$ cat config.mk
export PLATFORM = sky130hd
export DESIGN_NAME = fsrl_top
export DESIGN_NICKNAME = d
export VERILOG_FILES = /design/src/fsrl_pkg.sv /design/src/fsrl_cmd_dec.sv /design/src/fsrl_cnt.sv /design/src/fsrl_top.sv
export SDC_FILE = /design/constraint.sdc
export NUM_CORES = 1
export LEC_CHECK = 0
export BUFFER_PORTS_ARGS = -buffer_cell sky130_fd_sc_hd__buf_2
export CORE_ASPECT_RATIO = 0.5
export CORE_UTILIZATION = 60
export CTS_CLUSTER_SIZE = 16
export DETAILED_ROUTE_END_ITERATION = 10
export PLACE_DENSITY_LB_ADDON = 0.1
export SETUP_SLACK_MARGIN = 0.5
export SLEW_MARGIN = 25
export SYNTH_ARGS = -nofsm -noshare
export SYNTH_HDL_FRONTEND = slang
export SYNTH_SLANG_ARGS = --single-unit
$ cat constraint.sdc
create_clock -name SYS_CLK -period 2.8 [get_ports SYS_CLK]
set_input_delay 0.14 -clock SYS_CLK [delete_from_list [all_inputs] [get_ports SYS_CLK]]
set_output_delay 0.14 -clock SYS_CLK [all_outputs]
set_load 0.03 [all_outputs]
$ cat src/fsrl_pkg.sv
`default_nettype none
package fsrl_pkg;

	// Status bit positions on the data outputs
	localparam int DQ_POLL = 7;
	localparam int DQ_TGL1 = 6;
	localparam int DQ_LIMIT = 5;
	localparam int DQ_TIMER = 3;
	localparam int DQ_TGL2 = 2;

	// Command bytes, plain defaults
	localparam logic [7:0] CMD_UNLK1 = 8'haa;
	localparam logic [7:0] CMD_UNLK2 = 8'h55;
	localparam logic [7:0] CMD_PROG = 8'ha0;
	localparam logic [7:0] CMD_ERASE = 8'h80;
	localparam logic [7:0] CMD_CHIP = 8'h10;
	localparam logic [7:0] CMD_SECT = 8'h30;
	localparam logic [7:0] CMD_AUTO = 8'h90;
	localparam logic [7:0] CMD_RESET = 8'hf0;
	localparam logic [7:0] CMD_SUSP = 8'hb0;

	// Timebase
	localparam int CLK_NS = 10;
	localparam int ERASE_WIN_US = 50;
	localparam int ERASE_WIN_CYC_D = ERASE_WIN_US * 1000 / CLK_NS;
	localparam int READY_BUSY_NS = 20000;
	localparam int READY_BUSY_CYC_D = (READY_BUSY_NS + CLK_NS - 1) / CLK_NS;
	localparam int READY_IDLE_NS = 500;
	localparam int READY_IDLE_CYC_D = (READY_IDLE_NS + CLK_NS - 1) / CLK_NS;
	localparam int TRR_NS = 250;
	localparam int TRR_CYC = TRR_NS / CLK_NS;
	// Margin for the write edge detect and state entry
	localparam int TRR_LIM = TRR_CYC - 4;
	localparam int PULSE_LIMIT_D = 1024;
	localparam int CNT_W = 16;

	typedef enum logic [3:0] {
		ST_READ,
		ST_AUTOSEL,
		ST_PROG,
		ST_WIN,
		ST_ERASE,
		ST_SUSPEND,
		ST_SPROG,
		ST_FAIL,
		ST_RCMD,
		ST_HWRST
	} fsrl_state_t;

	typedef enum logic [2:0] {
		SQ_IDLE,
		SQ_U1,
		SQ_U2,
		SQ_PROG,
		SQ_E1,
		SQ_E2,
		SQ_E3
	} fsrl_seq_t;

endpackage
`default_nettype wire

$ cat src/fsrl_cmd_dec.sv
`timescale 1ns/1ps
`default_nettype none
module fsrl_cmd_dec import fsrl_pkg::*; (
	input wire logic clk,
	input wire logic rstn,
	input wire logic clr,
	input wire logic wr,
	input wire logic [7:0] din,
	output logic c_prog,
	output logic c_chip,
	output logic c_sect,
	output logic c_auto,
	output logic c_reset,
	output logic c_susp,
	output logic c_one_sect
);
	fsrl_seq_t sq_q, sq_d;

	always_comb begin
		sq_d = sq_q;
		c_prog = 1'b0;
		c_chip = 1'b0;
		c_sect = 1'b0;
		c_auto = 1'b0;
		c_reset = 1'b0;
		c_susp = 1'b0;
		c_one_sect = 1'b0;
		if (wr) begin
			if (din == CMD_RESET) begin
				c_reset = 1'b1;
				sq_d = SQ_IDLE;
			end else begin
				sq_d = SQ_IDLE;
				case (sq_q)
					SQ_IDLE: begin
						if (din == CMD_UNLK1) sq_d = SQ_U1;
						c_susp = (din == CMD_SUSP);
						c_one_sect = (din == CMD_SECT);
					end
					SQ_U1: if (din == CMD_UNLK2) sq_d = SQ_U2;
					SQ_U2: begin
						if (din == CMD_PROG) sq_d = SQ_PROG;
						if (din == CMD_ERASE) sq_d = SQ_E1;
						c_auto = (din == CMD_AUTO);
					end
					SQ_PROG: c_prog = 1'b1;
					SQ_E1: if (din == CMD_UNLK1) sq_d = SQ_E2;
					SQ_E2: if (din == CMD_UNLK2) sq_d = SQ_E3;
					SQ_E3: begin
						c_chip = (din == CMD_CHIP);
						c_sect = (din == CMD_SECT);
					end
					default: sq_d = SQ_IDLE;
				endcase
			end
		end
	end

	always_ff @(posedge clk or negedge rstn) begin
		if (!rstn) begin
			sq_q <= SQ_IDLE;
		end else if (clr) begin
			sq_q <= SQ_IDLE;
		end else begin
			sq_q <= sq_d;
		end
	end
endmodule
`default_nettype wire

$ cat src/fsrl_cnt.sv
`timescale 1ns/1ps
`default_nettype none
module fsrl_cnt import fsrl_pkg::*; #(
	parameter int W = CNT_W
)(
	input wire logic clk,
	input wire logic rstn,
	input wire logic clr,
	input wire logic en,
	input wire logic [W-1:0] lim,
	output logic hit
);
	logic [W-1:0] cnt_q;

	// Saturates at the limit so hit stays up until cleared
	always_ff @(posedge clk or negedge rstn) begin
		if (!rstn) begin
			cnt_q <= '0;
		end else if (clr) begin
			cnt_q <= '0;
		end else if (en && cnt_q != lim) begin
			cnt_q <= cnt_q + 1'b1;
		end
	end

	assign hit = (cnt_q == lim);
endmodule
`default_nettype wire

$ cat src/fsrl_top.sv
`timescale 1ns/1ps
`default_nettype none
module fsrl_top import fsrl_pkg::*; #(
	parameter int unsigned ERASE_WIN_CYC = ERASE_WIN_CYC_D,
	parameter int unsigned READY_BUSY_CYC = READY_BUSY_CYC_D,
	parameter int unsigned READY_IDLE_CYC = READY_IDLE_CYC_D,
	parameter int unsigned PULSE_LIMIT = PULSE_LIMIT_D
)(
	input wire logic SYS_CLK,
	input wire logic RSTN,
	input wire logic HW_RESET_N,
	input wire logic WE_N,
	input wire logic [7:0] DIN,
	input wire logic RD_STROBE,
	input wire logic RD_IN_ERASE,
	input wire logic [7:0] ARRAY_DATA,
	input wire logic PULSE_TICK,
	input wire logic OP_DONE,
	output logic [7:0] DQ_OUT,
	output logic READY_BUSY_N_N_O,
	output logic READY_BUSY_N_N_OE,
	output logic OP_START_PROG,
	output logic OP_START_ERASE,
	output logic OP_CHIP,
	output logic OP_SECT_ADD,
	output logic OP_SUSPEND,
	output logic OP_RESUME,
	output logic OP_ABORT,
	output logic MODE_AUTOSEL
);
	localparam logic [CNT_W-1:0] WIN_LIM = CNT_W'(ERASE_WIN_CYC);
	localparam logic [CNT_W-1:0] RB_LIM = CNT_W'(READY_BUSY_CYC);
	localparam logic [CNT_W-1:0] RI_LIM = CNT_W'(READY_IDLE_CYC);
	localparam logic [CNT_W-1:0] PL_LIM = CNT_W'(PULSE_LIMIT);
	localparam logic [CNT_W-1:0] RC_LIM = CNT_W'(TRR_LIM);
	fsrl_state_t st_q, st_d;
	logic we_q;
	logic wr;
	logic c_prog, c_chip, c_sect, c_auto, c_reset, c_susp, c_one_sect;
	logic pl_hit, win_hit, rr_hit, rc_hit;
	logic hw_start, running, pl_en;
	logic start_prog, start_erase, chip, sect_add, susp, resume, abort;
	logic hr_busy_q, fail_susp_q, fail_erase_q, rcmd_susp_q, prog_bit_q;
	logic t1_q, t2_q;
	logic [7:0] dq_d;
	logic rb_oe_d;
	logic [CNT_W-1:0] rr_lim;
	// Write strobe rising edge; the command byte is taken on it
	always_ff @(posedge SYS_CLK or negedge RSTN) begin
		if (!RSTN) begin
			we_q <= 1'b1;
		end else begin
			we_q <= WE_N;
		end
	end
	assign wr = WE_N & ~we_q;
	fsrl_cmd_dec u_dec (
		.clk(SYS_CLK),
		.rstn(RSTN),
		.clr(st_q == ST_HWRST),
		.wr(wr),
		.din(DIN),
		.c_prog(c_prog),
		.c_chip(c_chip),
		.c_sect(c_sect),
		.c_auto(c_auto),
		.c_reset(c_reset),
		.c_susp(c_susp),
		.c_one_sect(c_one_sect)
	);
	assign running = (st_q == ST_PROG) || (st_q == ST_ERASE) ||
		(st_q == ST_SPROG);
	assign pl_en = running && PULSE_TICK;
	assign hw_start = !HW_RESET_N && (st_q != ST_HWRST);
	assign rr_lim = hr_busy_q ? RB_LIM : RI_LIM;
	// Pulse count limit; a program of 1 over 0 never completes, so it
	// runs into this limit as well
	fsrl_cnt u_pulse (
		.clk(SYS_CLK),
		.rstn(RSTN),
		.clr(start_prog | start_erase),
		.en(pl_en),
		.lim(PL_LIM),
		.hit(pl_hit)
	);

	// Sector erase acceptance window, restarted by each added sector
	fsrl_cnt u_win (
		.clk(SYS_CLK),
		.rstn(RSTN),
		.clr(sect_add),
		.en(st_q == ST_WIN),
		.lim(WIN_LIM),
		.hit(win_hit)
	);
	fsrl_cnt u_recover (
		.clk(SYS_CLK),
		.rstn(RSTN),
		.clr(hw_start),
		.en(st_q == ST_HWRST),
		.lim(rr_lim),
		.hit(rr_hit)
	);
	fsrl_cnt u_rcmd (
		.clk(SYS_CLK),
		.rstn(RSTN),
		.clr(st_q != ST_RCMD),
		.en(1'b1),
		.lim(RC_LIM),
		.hit(rc_hit)
	);
	always_comb begin
		st_d = st_q;
		start_prog = 1'b0;
		start_erase = 1'b0;
		chip = 1'b0;
		sect_add = 1'b0;
		susp = 1'b0;
		resume = 1'b0;
		abort = 1'b0;
		if (hw_start) begin
			st_d = ST_HWRST;
			abort = running || (st_q == ST_WIN);
		end else begin
			case (st_q)
				ST_READ: begin
					if (c_prog) begin
						st_d = ST_PROG;
						start_prog = 1'b1;
					end else if (c_chip) begin
						st_d = ST_ERASE;
						start_erase = 1'b1;
						chip = 1'b1;
					end else if (c_sect) begin
						st_d = ST_WIN;
						sect_add = 1'b1;
					end else if (c_auto) begin
						st_d = ST_AUTOSEL;
					end
				end
				ST_AUTOSEL: begin
					if (c_reset) st_d = ST_RCMD;
				end
				ST_PROG: begin
					// Reset and all other commands ignored
					if (pl_hit) begin
						st_d = ST_FAIL;
						abort = 1'b1;
					end else if (OP_DONE) begin
						st_d = ST_READ;
					end
				end
				ST_WIN: begin
					if (c_one_sect || c_sect) begin
						sect_add = 1'b1;
					end else if (win_hit) begin
						st_d = ST_ERASE;
						start_erase = 1'b1;
					end
				end
				ST_ERASE: begin
					if (pl_hit) begin
						st_d = ST_FAIL;
						abort = 1'b1;
					end else if (OP_DONE) begin
						st_d = ST_READ;
					end else if (c_susp) begin
						st_d = ST_SUSPEND;
						susp = 1'b1;
					end
				end
				ST_SUSPEND: begin
					if (c_prog) begin
						st_d = ST_SPROG;
						start_prog = 1'b1;
					end else if (c_one_sect) begin
						st_d = ST_ERASE;
						resume = 1'b1;
					end else if (c_reset) begin
						st_d = ST_RCMD;
					end
				end
				ST_SPROG: begin
					if (pl_hit) begin
						st_d = ST_FAIL;
						abort = 1'b1;
					end else if (OP_DONE) begin
						st_d = ST_SUSPEND;
					end
				end
				ST_FAIL: begin
					if (c_reset) st_d = ST_RCMD;
				end
				ST_RCMD: begin
					if (rc_hit) st_d = rcmd_susp_q ? ST_SUSPEND : ST_READ;
				end
				ST_HWRST: begin
					if (rr_hit && HW_RESET_N) st_d = ST_READ;
				end
				default: st_d = ST_READ;
			endcase
		end
	end
	always_ff @(posedge SYS_CLK or negedge RSTN) begin
		if (!RSTN) begin
			st_q <= ST_READ;
		end else begin
			st_q <= st_d;
		end
	end

	// Busy level latched at hardware reset picks the recovery time
	always_ff @(posedge SYS_CLK or negedge RSTN) begin
		if (!RSTN) begin
			hr_busy_q <= 1'b0;
		end else if (hw_start) begin
			hr_busy_q <= READY_BUSY_N_N_OE;
		end
	end

	// Where a failed or reset operation returns to
	always_ff @(posedge SYS_CLK or negedge RSTN) begin
		if (!RSTN) begin
			fail_susp_q <= 1'b0;
			fail_erase_q <= 1'b0;
			rcmd_susp_q <= 1'b0;
		end else begin
			if (st_d == ST_FAIL && st_q != ST_FAIL) begin
				fail_susp_q <= (st_q == ST_SPROG);
				fail_erase_q <= (st_q == ST_ERASE);
			end
			if (st_d == ST_RCMD && st_q != ST_RCMD) begin
				rcmd_susp_q <= (st_q == ST_SUSPEND) ||
					(st_q == ST_FAIL && fail_susp_q);
			end
		end
	end
	always_ff @(posedge SYS_CLK or negedge RSTN) begin
		if (!RSTN) begin
			prog_bit_q <= 1'b0;
		end else if (start_prog) begin
			prog_bit_q <= DIN[DQ_POLL];
		end
	end

	// Toggle bits advance only on status reads
	always_ff @(posedge SYS_CLK or negedge RSTN) begin
		if (!RSTN) begin
			t1_q <= 1'b0;
			t2_q <= 1'b0;
		end else if (RD_STROBE) begin
			if (running || st_q == ST_WIN || st_q == ST_FAIL) begin
				t1_q <= ~t1_q;
			end
			if (RD_IN_ERASE && (st_q == ST_ERASE || st_q == ST_WIN ||
				st_q == ST_SUSPEND)) begin
				t2_q <= ~t2_q;
			end
		end
	end
	always_comb begin
		dq_d = 8'h00;
		case (st_q)
			ST_PROG, ST_SPROG: begin
				dq_d[DQ_POLL] = ~prog_bit_q;
				dq_d[DQ_TGL1] = ~t1_q;
			end
			ST_WIN: begin
				dq_d[DQ_TGL1] = ~t1_q;
				dq_d[DQ_TIMER] = 1'b0;
				dq_d[DQ_TGL2] = RD_IN_ERASE ? ~t2_q : t2_q;
			end
			ST_ERASE: begin
				dq_d[DQ_TGL1] = ~t1_q;
				dq_d[DQ_TIMER] = 1'b1;
				dq_d[DQ_TGL2] = RD_IN_ERASE ? ~t2_q : t2_q;
			end
			ST_FAIL: begin
				dq_d[DQ_POLL] = fail_erase_q ? 1'b0 : ~prog_bit_q;
				dq_d[DQ_TGL1] = ~t1_q;
				dq_d[DQ_LIMIT] = 1'b1;
				dq_d[DQ_TIMER] = fail_erase_q;
			end
			ST_SUSPEND: begin
				if (RD_IN_ERASE) begin
					dq_d[DQ_POLL] = 1'b1;
					dq_d[DQ_TGL1] = t1_q;
					dq_d[DQ_TGL2] = ~t2_q;
				end else begin
					dq_d = ARRAY_DATA;
				end
			end
			default: dq_d = ARRAY_DATA;
		endcase
	end
	always_ff @(posedge SYS_CLK or negedge RSTN) begin
		if (!RSTN) begin
			DQ_OUT <= 8'h00;
		end else if (RD_STROBE) begin
			DQ_OUT <= dq_d;
		end
	end

	// Open drain: pin only ever pulled low
	assign rb_oe_d = (st_d == ST_PROG) || (st_d == ST_WIN) ||
		(st_d == ST_ERASE) || (st_d == ST_SPROG) || (st_d == ST_FAIL) ||
		(st_d == ST_HWRST && (hw_start ? READY_BUSY_N_N_OE : hr_busy_q));
	always_ff @(posedge SYS_CLK or negedge RSTN) begin
		if (!RSTN) begin
			READY_BUSY_N_N_O <= 1'b0;
			READY_BUSY_N_N_OE <= 1'b0;
		end else begin
			READY_BUSY_N_N_O <= 1'b0;
			READY_BUSY_N_N_OE <= rb_oe_d;
		end
	end
	always_ff @(posedge SYS_CLK or negedge RSTN) begin
		if (!RSTN) begin
			OP_START_PROG <= 1'b0;
			OP_START_ERASE <= 1'b0;
			OP_CHIP <= 1'b0;
			OP_SECT_ADD <= 1'b0;
			OP_SUSPEND <= 1'b0;
			OP_RESUME <= 1'b0;
			OP_ABORT <= 1'b0;
			MODE_AUTOSEL <= 1'b0;
		end else begin
			OP_START_PROG <= start_prog;
			OP_START_ERASE <= start_erase;
			OP_CHIP <= chip;
			OP_SECT_ADD <= sect_add;
			OP_SUSPEND <= susp;
			OP_RESUME <= resume;
			OP_ABORT <= abort;
			MODE_AUTOSEL <= (st_d == ST_AUTOSEL);
		end
	end
endmodule
`default_nettype wire

==> results of run 1 <==
-- cells by family after synthesis --
kind of cell,share of synthesized area [%]
adder cells (fa/ha/maj),1.64
AO/OA/AOI/OAI,10.6
multiplexers,0.634
buffers and inverters,3.19
AND/OR/NAND/NOR,29.6
flip-flops,45.1
other,0.0704
XOR/XNOR,9.20
-- metrics by stage --
step / util [%] / instance area (sq um) / worst slack (ps) / power (uW)
after floorplan: - / 5350 / 517 / 1790
after global placement: 68.7 / 5690 / 367 / 1900
after detailed placement: 68.7 / 5690 / 252 / 1910
after CTS: 73.2 / 6070 / 432 / 3140
after global routing: 74.1 / 6140 / 105 / 3260
final: 74.1 / 6140 / 233 / 3130
-- report_power, final --
| part | switching (uW) | leakage, uW | total, uW | internal [uW] |
|---|---|---|---|---|
| logic | 185 | 0.00129 | 314 | 129 |
| clock network | 526 | 0.000138 | 1210 | 688 |
| registers | 117 | 0.00119 | 1600 | 1480 |
| total | 828 | 0.00263 | 3130 | 2300 |
-- state kept, by name, indices dropped and copies added, names as in the netlist, 3 cells and up --
register and cells:
u_win.cnt_q 16, u_rcmd.cnt_q 16, st_q 4, DQ_OUT 8, u_dec.sq_q 3, u_pulse.cnt_q 16
u_recover.cnt_q 16
-- cells in the mapped netlist (all sizes together), types with 4 or more instances --
library cell,number
a211oi,5
a21oi,33
a31oi,4
and2,4
and3,12
buf,12
clkbuf,9
dfrtp,95
ha,7
inv,16
nand2,52
nand2b,5
nand3,35
nand4,21
nand4b,4
nor2,87
nor2b,8
nor3,14
nor3b,4
nor4,10
nor4b,9
nor4bb,5
o21ai,16
or3,6
xnor2,13
xor2,43
-- metal layers --
layer	part of all wire, %	vias to the layer above	track usage [%]
li1	-	2143	-
met1	48	2152	37.7
met2	46	103	47.0
met3	4.7	23	6.80
met4	1.5	0	8.57
met5	0	-	0
-- critical path: cells and delay by family (launching register included) --
kind,cells,cell delay (ps)
compound gates,4,1120
simple gates,3,880
flops,1,430
-- final timing paths --
check | from | to | slack (ps) | cells past startpoint
min in group asynchronous | RSTN | u_rcmd.cnt_q[9] | 440 | 2
worst min-delay path | ARRAY_DATA[0] | DQ_OUT[0] | 20 | 3
max in group asynchronous | RSTN | u_recover.cnt_q[7] | 1550 | 3
worst max-delay path | u_win.cnt_q[11] | rcmd_susp_q | 230 | 7
worst max register to register | u_win.cnt_q[11] | rcmd_susp_q | 230 | 7
worst min register to register | t2_q | t2_q | 490 | 1
-- area by class of cell --
type                            instances  share of cell area [%]
Tap cell                              112                    2.28
Clock inverter                          6                   0.978
Multi-Input combinational cell        442                    46.6
Clock buffer                           10                    3.73
Sequential cell                        96                    39.2
Timing Repair Buffer                   63                    6.19
Inverter                               16                   0.978
-- timing repair --
action | 4_1_cts | 5_1_grt
gates resized for setup | 11 | 14
buffers inserted | 4 | 2
setup endpoints to repair | 28 | 37
hold buffers | 2 | 0
pin swaps | 3 | 5
hold endpoints to repair | 66 | 0
gates cloned | 0 | 0
==> run summary, run 1 <==
- **CP Max Fanout** 5
- **highest cell delay on the worst timing path** 440 ps
- **clk buf depth** 2
- **count of routing violations after the opening detailed-route iteration** 291
- **count of final setup violators** 0
- **die footprint** 9290 sq um
- **maximum capacitance violations** 0
- **mean instance size in the synthesized netlist** 9.27 sq um
- **part of the Yosys area used for sequential elements** 45.1%
- **Final Hold Slack** 20.0 ps
- **number of clock buffers inserted by TritonCTS** 9
- **required time of the worst setup path** 3020 ps
- **effective utilization at floorplan** 64.3%
- **sequential cell area** 2410 sq um
- **most area-consuming cells after synthesis** sky130_fd_sc_hd__dfrtp_1 45%, sky130_fd_sc_hd__xor2_1 7.1%, sky130_fd_sc_hd__nor2_1 6.1%
- **Inst Count DP** 721
- **Post-Route WL** 12.3 mm
- **minimum period implied by the final worst setup slack** 2570 ps
- **Worst Clk Skew** 8.44 ps
- **core footprint** 8290 sq um
- **final standard cell count with taps included and fillers excluded** 745
- **placed wire-length estimate after detailed placement** 8.20 mm
- **total global routing overflow** 0
- **area overhead of the layout relative to synthesis** 15.2%
- **routability congestion estimate** 0.898
- **clock latency reported for the late side of the worst-skew pair** 350 ps
- **footprint of the multi-input gates** 2860 sq um
- **Slew headroom** 41.0%
- **Tot GR Track Use** 28.4%
- **ratio of total power to cell area** 509 nW/um^2
- **CTS H-tree depth** 3
- **fraction of synthesis flops using an asynchronous set or reset pin** 100%
- **PortBufs** 40
- **dominant register cell in the synthesized netlist** sky130_fd_sc_hd__dfrtp_1
- **proportion of layout cells with a drive suffix above 1** 19.6%
- **Sink Count** 96
- **floorplan row count** 23
- **critical setup path kind** reg2reg
- **commonest non-fill, non-tap cells in the layout** 90 x sky130_fd_sc_hd__dfrtp_1, 85 x sky130_fd_sc_hd__nor2_1, 52 x sky130_fd_sc_hd__nand2_1
- **CTS tree** done
- **number of enable-type register cells in the synthesized netlist** 0
- **Hold Fails Final Rpt** 0
- **post-synthesis instance total** 575
- **routed wirelength normalized by instance count** 16.5 um
- **critical path cell sequence** nor4_1, nand4_1, a21o_2, a2111oi_4, nand4_2, o31ai_2, o41ai_2
- **Vias/cell** 5.93
- **iteration count of the initial detailed-routing pass** 4
- **Detail Route Antenna Nets** 0
- **number of vias after detailed routing** 4,421
- **maximum number of pins on one net before global-route repair** 69
- **post-synth top area share** 44.6%
- **cell area after synthesis** 5330 sq um
- **vias in the first global route** 4,232
- **Max stage delay cell, worst path** sky130_fd_sc_hd__a2111oi_4
- **type of element launching the critical path** flip-flop
- **RSZ-0062 raised after global routing** yes
- **Die Y-Extent** 68.6 um
- **total negative slack for setup checks** 0 ps
- **Max Slew Vio Count** 0
- **Post-layout nets** 659
- **class of the tightest hold or removal check** in2reg
- **period utilization** 91.7%
- **clock root buffer** sky130_fd_sc_hd__clkbuf_16
- **Critical Path End Type** flip-flop
- **leak pwr** 0.00263 uW
- **CP Data Arrival Time** 2780 ps
- **initial antenna violation count** 0
- **number of nets produced by synthesis** 606
- **leading cell type in the layout, fill and taps excluded** sky130_fd_sc_hd__dfrtp_1
- **maximum clock frequency** 390 MHz
- **status** finished clean
- **wire length of the first global-routing pass** 20.3 mm
- **Top Ports** 42
- **peak ir drop on the vdd network** 399 uV
- **post-synthesis cell type with the largest combined area** sky130_fd_sc_hd__dfrtp_1
- **total of fill cells in the finished design** 618
- **Clock Pin Slew Worst Setup and Hold Paths** 70 ps
- **yosys warns** 0
- **Worst Max-Slew Pin Slew** 885 ps
- **die extent in x** 135 um
- **number of inserted diodes** 0
- **remaining design rule violation count** 0
- **count of different cell masters after synthesis** 74
- **flop and latch count out of synthesis** 96
Power figures use the tool's default switching activity.
==> run 2: changes to the inputs <==
- CORE_UTILIZATION: 60 -> 55
==> run summary, run 2 (synthesis gave the netlist of run 1 again) <==
- **status** finished clean
- **launching point of the worst reg2reg path** st_q[0]
- **CP Max Fanout** 13
- **sequential cell area** 2410 sq um
- **critical setup path kind** reg2reg
- **hold wc startpoint** ARRAY_DATA[0]
- **number of vias after detailed routing** 4,397
- **placed wire-length estimate after detailed placement** 8.08 mm
- **class of the tightest hold or removal check** in2reg
- **initial antenna violation count** 0
- **type of element launching the critical path** flip-flop
- **ratio of total power to cell area** 506 nW/um^2
- **layer with the highest usage after global routing** met2
- **period utilization** 83.5%
- **Tot GR Track Use** 24.6%
- **Clock Pin Slew Worst Setup and Hold Paths** 70 ps
- **vias in the first global route** 4,123
- **minimum period implied by the final worst setup slack** 2340 ps
- **Post-Route WL** 11.6 mm
- **effective utilization at floorplan** 59.0%
- **floorplan row count** 24
- **remaining design rule violation count** 0
- **M2 GR Usage** 39.8%
- **cell count of the worst reg-to-reg path** 7
- **clock latency reported for the late side of the worst-skew pair** 350 ps
- **peak ir drop on the vdd network** 286 uV
- **Vias/cell** 5.70
- **commonest non-fill, non-tap cells in the layout** 90 x sky130_fd_sc_hd__dfrtp_1, 84 x sky130_fd_sc_hd__nor2_1, 51 x sky130_fd_sc_hd__nand2_1
- **CP Data Arrival Time** 2570 ps
- **setup slack on the worst flop-to-flop path** 460 ps
- **total of fill cells in the finished design** 732
- **die extent in x** 141 um
- **Worst Max-Slew Pin Slew** 597 ps
- **Worst Clk Skew** 5.59 ps
- **CTS H-tree depth** 3
- **number of inserted diodes** 0
- **maximum number of pins on one net before global-route repair** 45
- **Final Hold Slack** 13.6 ps
- **count of routing violations after the opening detailed-route iteration** 291
- **Die Y-Extent** 71.6 um
- **routability congestion estimate** 0.849
- **GRT met1 Usage** 33.5%
- **maximum capacitance violations** 0
- **routed wirelength normalized by instance count** 15.1 um
- **total global routing overflow** 0
- **Critical Path End Type** flip-flop
- **CTS tree** done
- **wire length of the first global-routing pass** 19.5 mm
- **die footprint** 10,100 sq um
- **footprint of the multi-input gates** 2900 sq um
- **Max Slew Vio Count** 0
- **Detail Route Antenna Nets** 0
- **Post-layout nets** 668
- **maximum clock frequency** 428 MHz
- **PortBufs** 40
- **iteration count of the initial detailed-routing pass** 5
- **Hold Fails Final Rpt** 0
- **grt met3 use** 6.48%
- **leading cell type in the layout, fill and taps excluded** sky130_fd_sc_hd__dfrtp_1
- **clk buf depth** 2
- **number of clock buffers inserted by TritonCTS** 9
- **Sink Count** 96
- **leak pwr** 0.00270 uW
- **Hold EP** DQ_OUT[0]
- **Slew headroom** 60.1%
- **total negative slack for setup checks** 0 ps
- **required time of the worst setup path** 3030 ps
- **count of final setup violators** 0
- **proportion of layout cells with a drive suffix above 1** 21.7%
- **RSZ-0062 raised after global routing** yes
- **endpoint of the worst register-to-register path** fail_erase_q
- **instance count along the most critical hold path** 3
- **clock root buffer** sky130_fd_sc_hd__clkbuf_16
- **Top Ports** 42
- **area overhead of the layout relative to synthesis** 17.9%
- **core footprint** 9040 sq um
run 2: cell count changes in the layout (fill, tap and decap cells not counted), moves of 2 or more:
cell                       delta
sky130_fd_sc_hd__clkinv_2     -3
sky130_fd_sc_hd__nor4bb_1     -2
sky130_fd_sc_hd__nor4_2       +2
sky130_fd_sc_hd__nor4_1       -2
sky130_fd_sc_hd__nor4bb_2     +2
sky130_fd_sc_hd__inv_8        +2
sky130_fd_sc_hd__buf_4        +9
run 2: final cells by class:
class	count	share of cell area, %
inverter	16	0.956
sequential	96	38.3
clock inverter	6	1.21
tap	130	2.59
timing repair buffer	72	7.13
multi-input combinational	442	46.1
clock buffer	10	3.64
run 2: metrics by stage:
step	setup slack, ps	power [uW]	utilization (%)	std cells	instance area, sq um
after floorplan	517	1790	-	575	5350
after global placement	289	1900	63.5	742	5740
after detailed placement	300	1910	63.5	742	5740
after CTS	438	3200	68.1	764	6150
after global routing	361	3310	69.5	772	6280
final	461	3180	69.5	772	6280
run 2: routing by layer:
metal,share of wire [%],routed length (um)
met1,50,5760
met2,45,5280
met3,4.2,490
met4,0.81,94
met5,0,0
run 2: report_power, final:
part | total, uW | switching (uW) | internal, uW
registers | 1600 | 115 | 1480
clock network | 1290 | 576 | 709
logic | 297 | 173 | 124
run 2: worst max path at each step:
stage	startpoint	end	slack, ps	cells past startpoint
2_1_floorplan	u_win.cnt_q[0]	fail_erase_q	520	9
3_3_place_gp	DIN[5]	u_pulse.cnt_q[9]	290	8
3_5_place_dp	u_win.cnt_q[0]	fail_erase_q	300	9
4_1_cts	u_win.cnt_q[1]	fail_erase_q	440	9
5_1_grt	u_win.cnt_q[0]	rcmd_susp_q	360	8
6_report	st_q[0]	fail_erase_q	460	7
run 2: timing repair:
item,CTS,global route
pin swaps,5,8
gates resized for setup,15,17
endpoints found under the setup margin,27,34
hold buffers,2,0
endpoints found under the hold margin,42,0
setup buffers,4,8
run 2: critical path, cell delays in order (launching register included):
cell	delay, ps
sky130_fd_sc_hd__dfrtp_2	500
sky130_fd_sc_hd__buf_4	190
sky130_fd_sc_hd__nor2_1	270
sky130_fd_sc_hd__nand2_2	190
sky130_fd_sc_hd__or3_4	420
sky130_fd_sc_hd__a21oi_4	210
sky130_fd_sc_hd__nand4b_4	140
sky130_fd_sc_hd__mux2_4	320
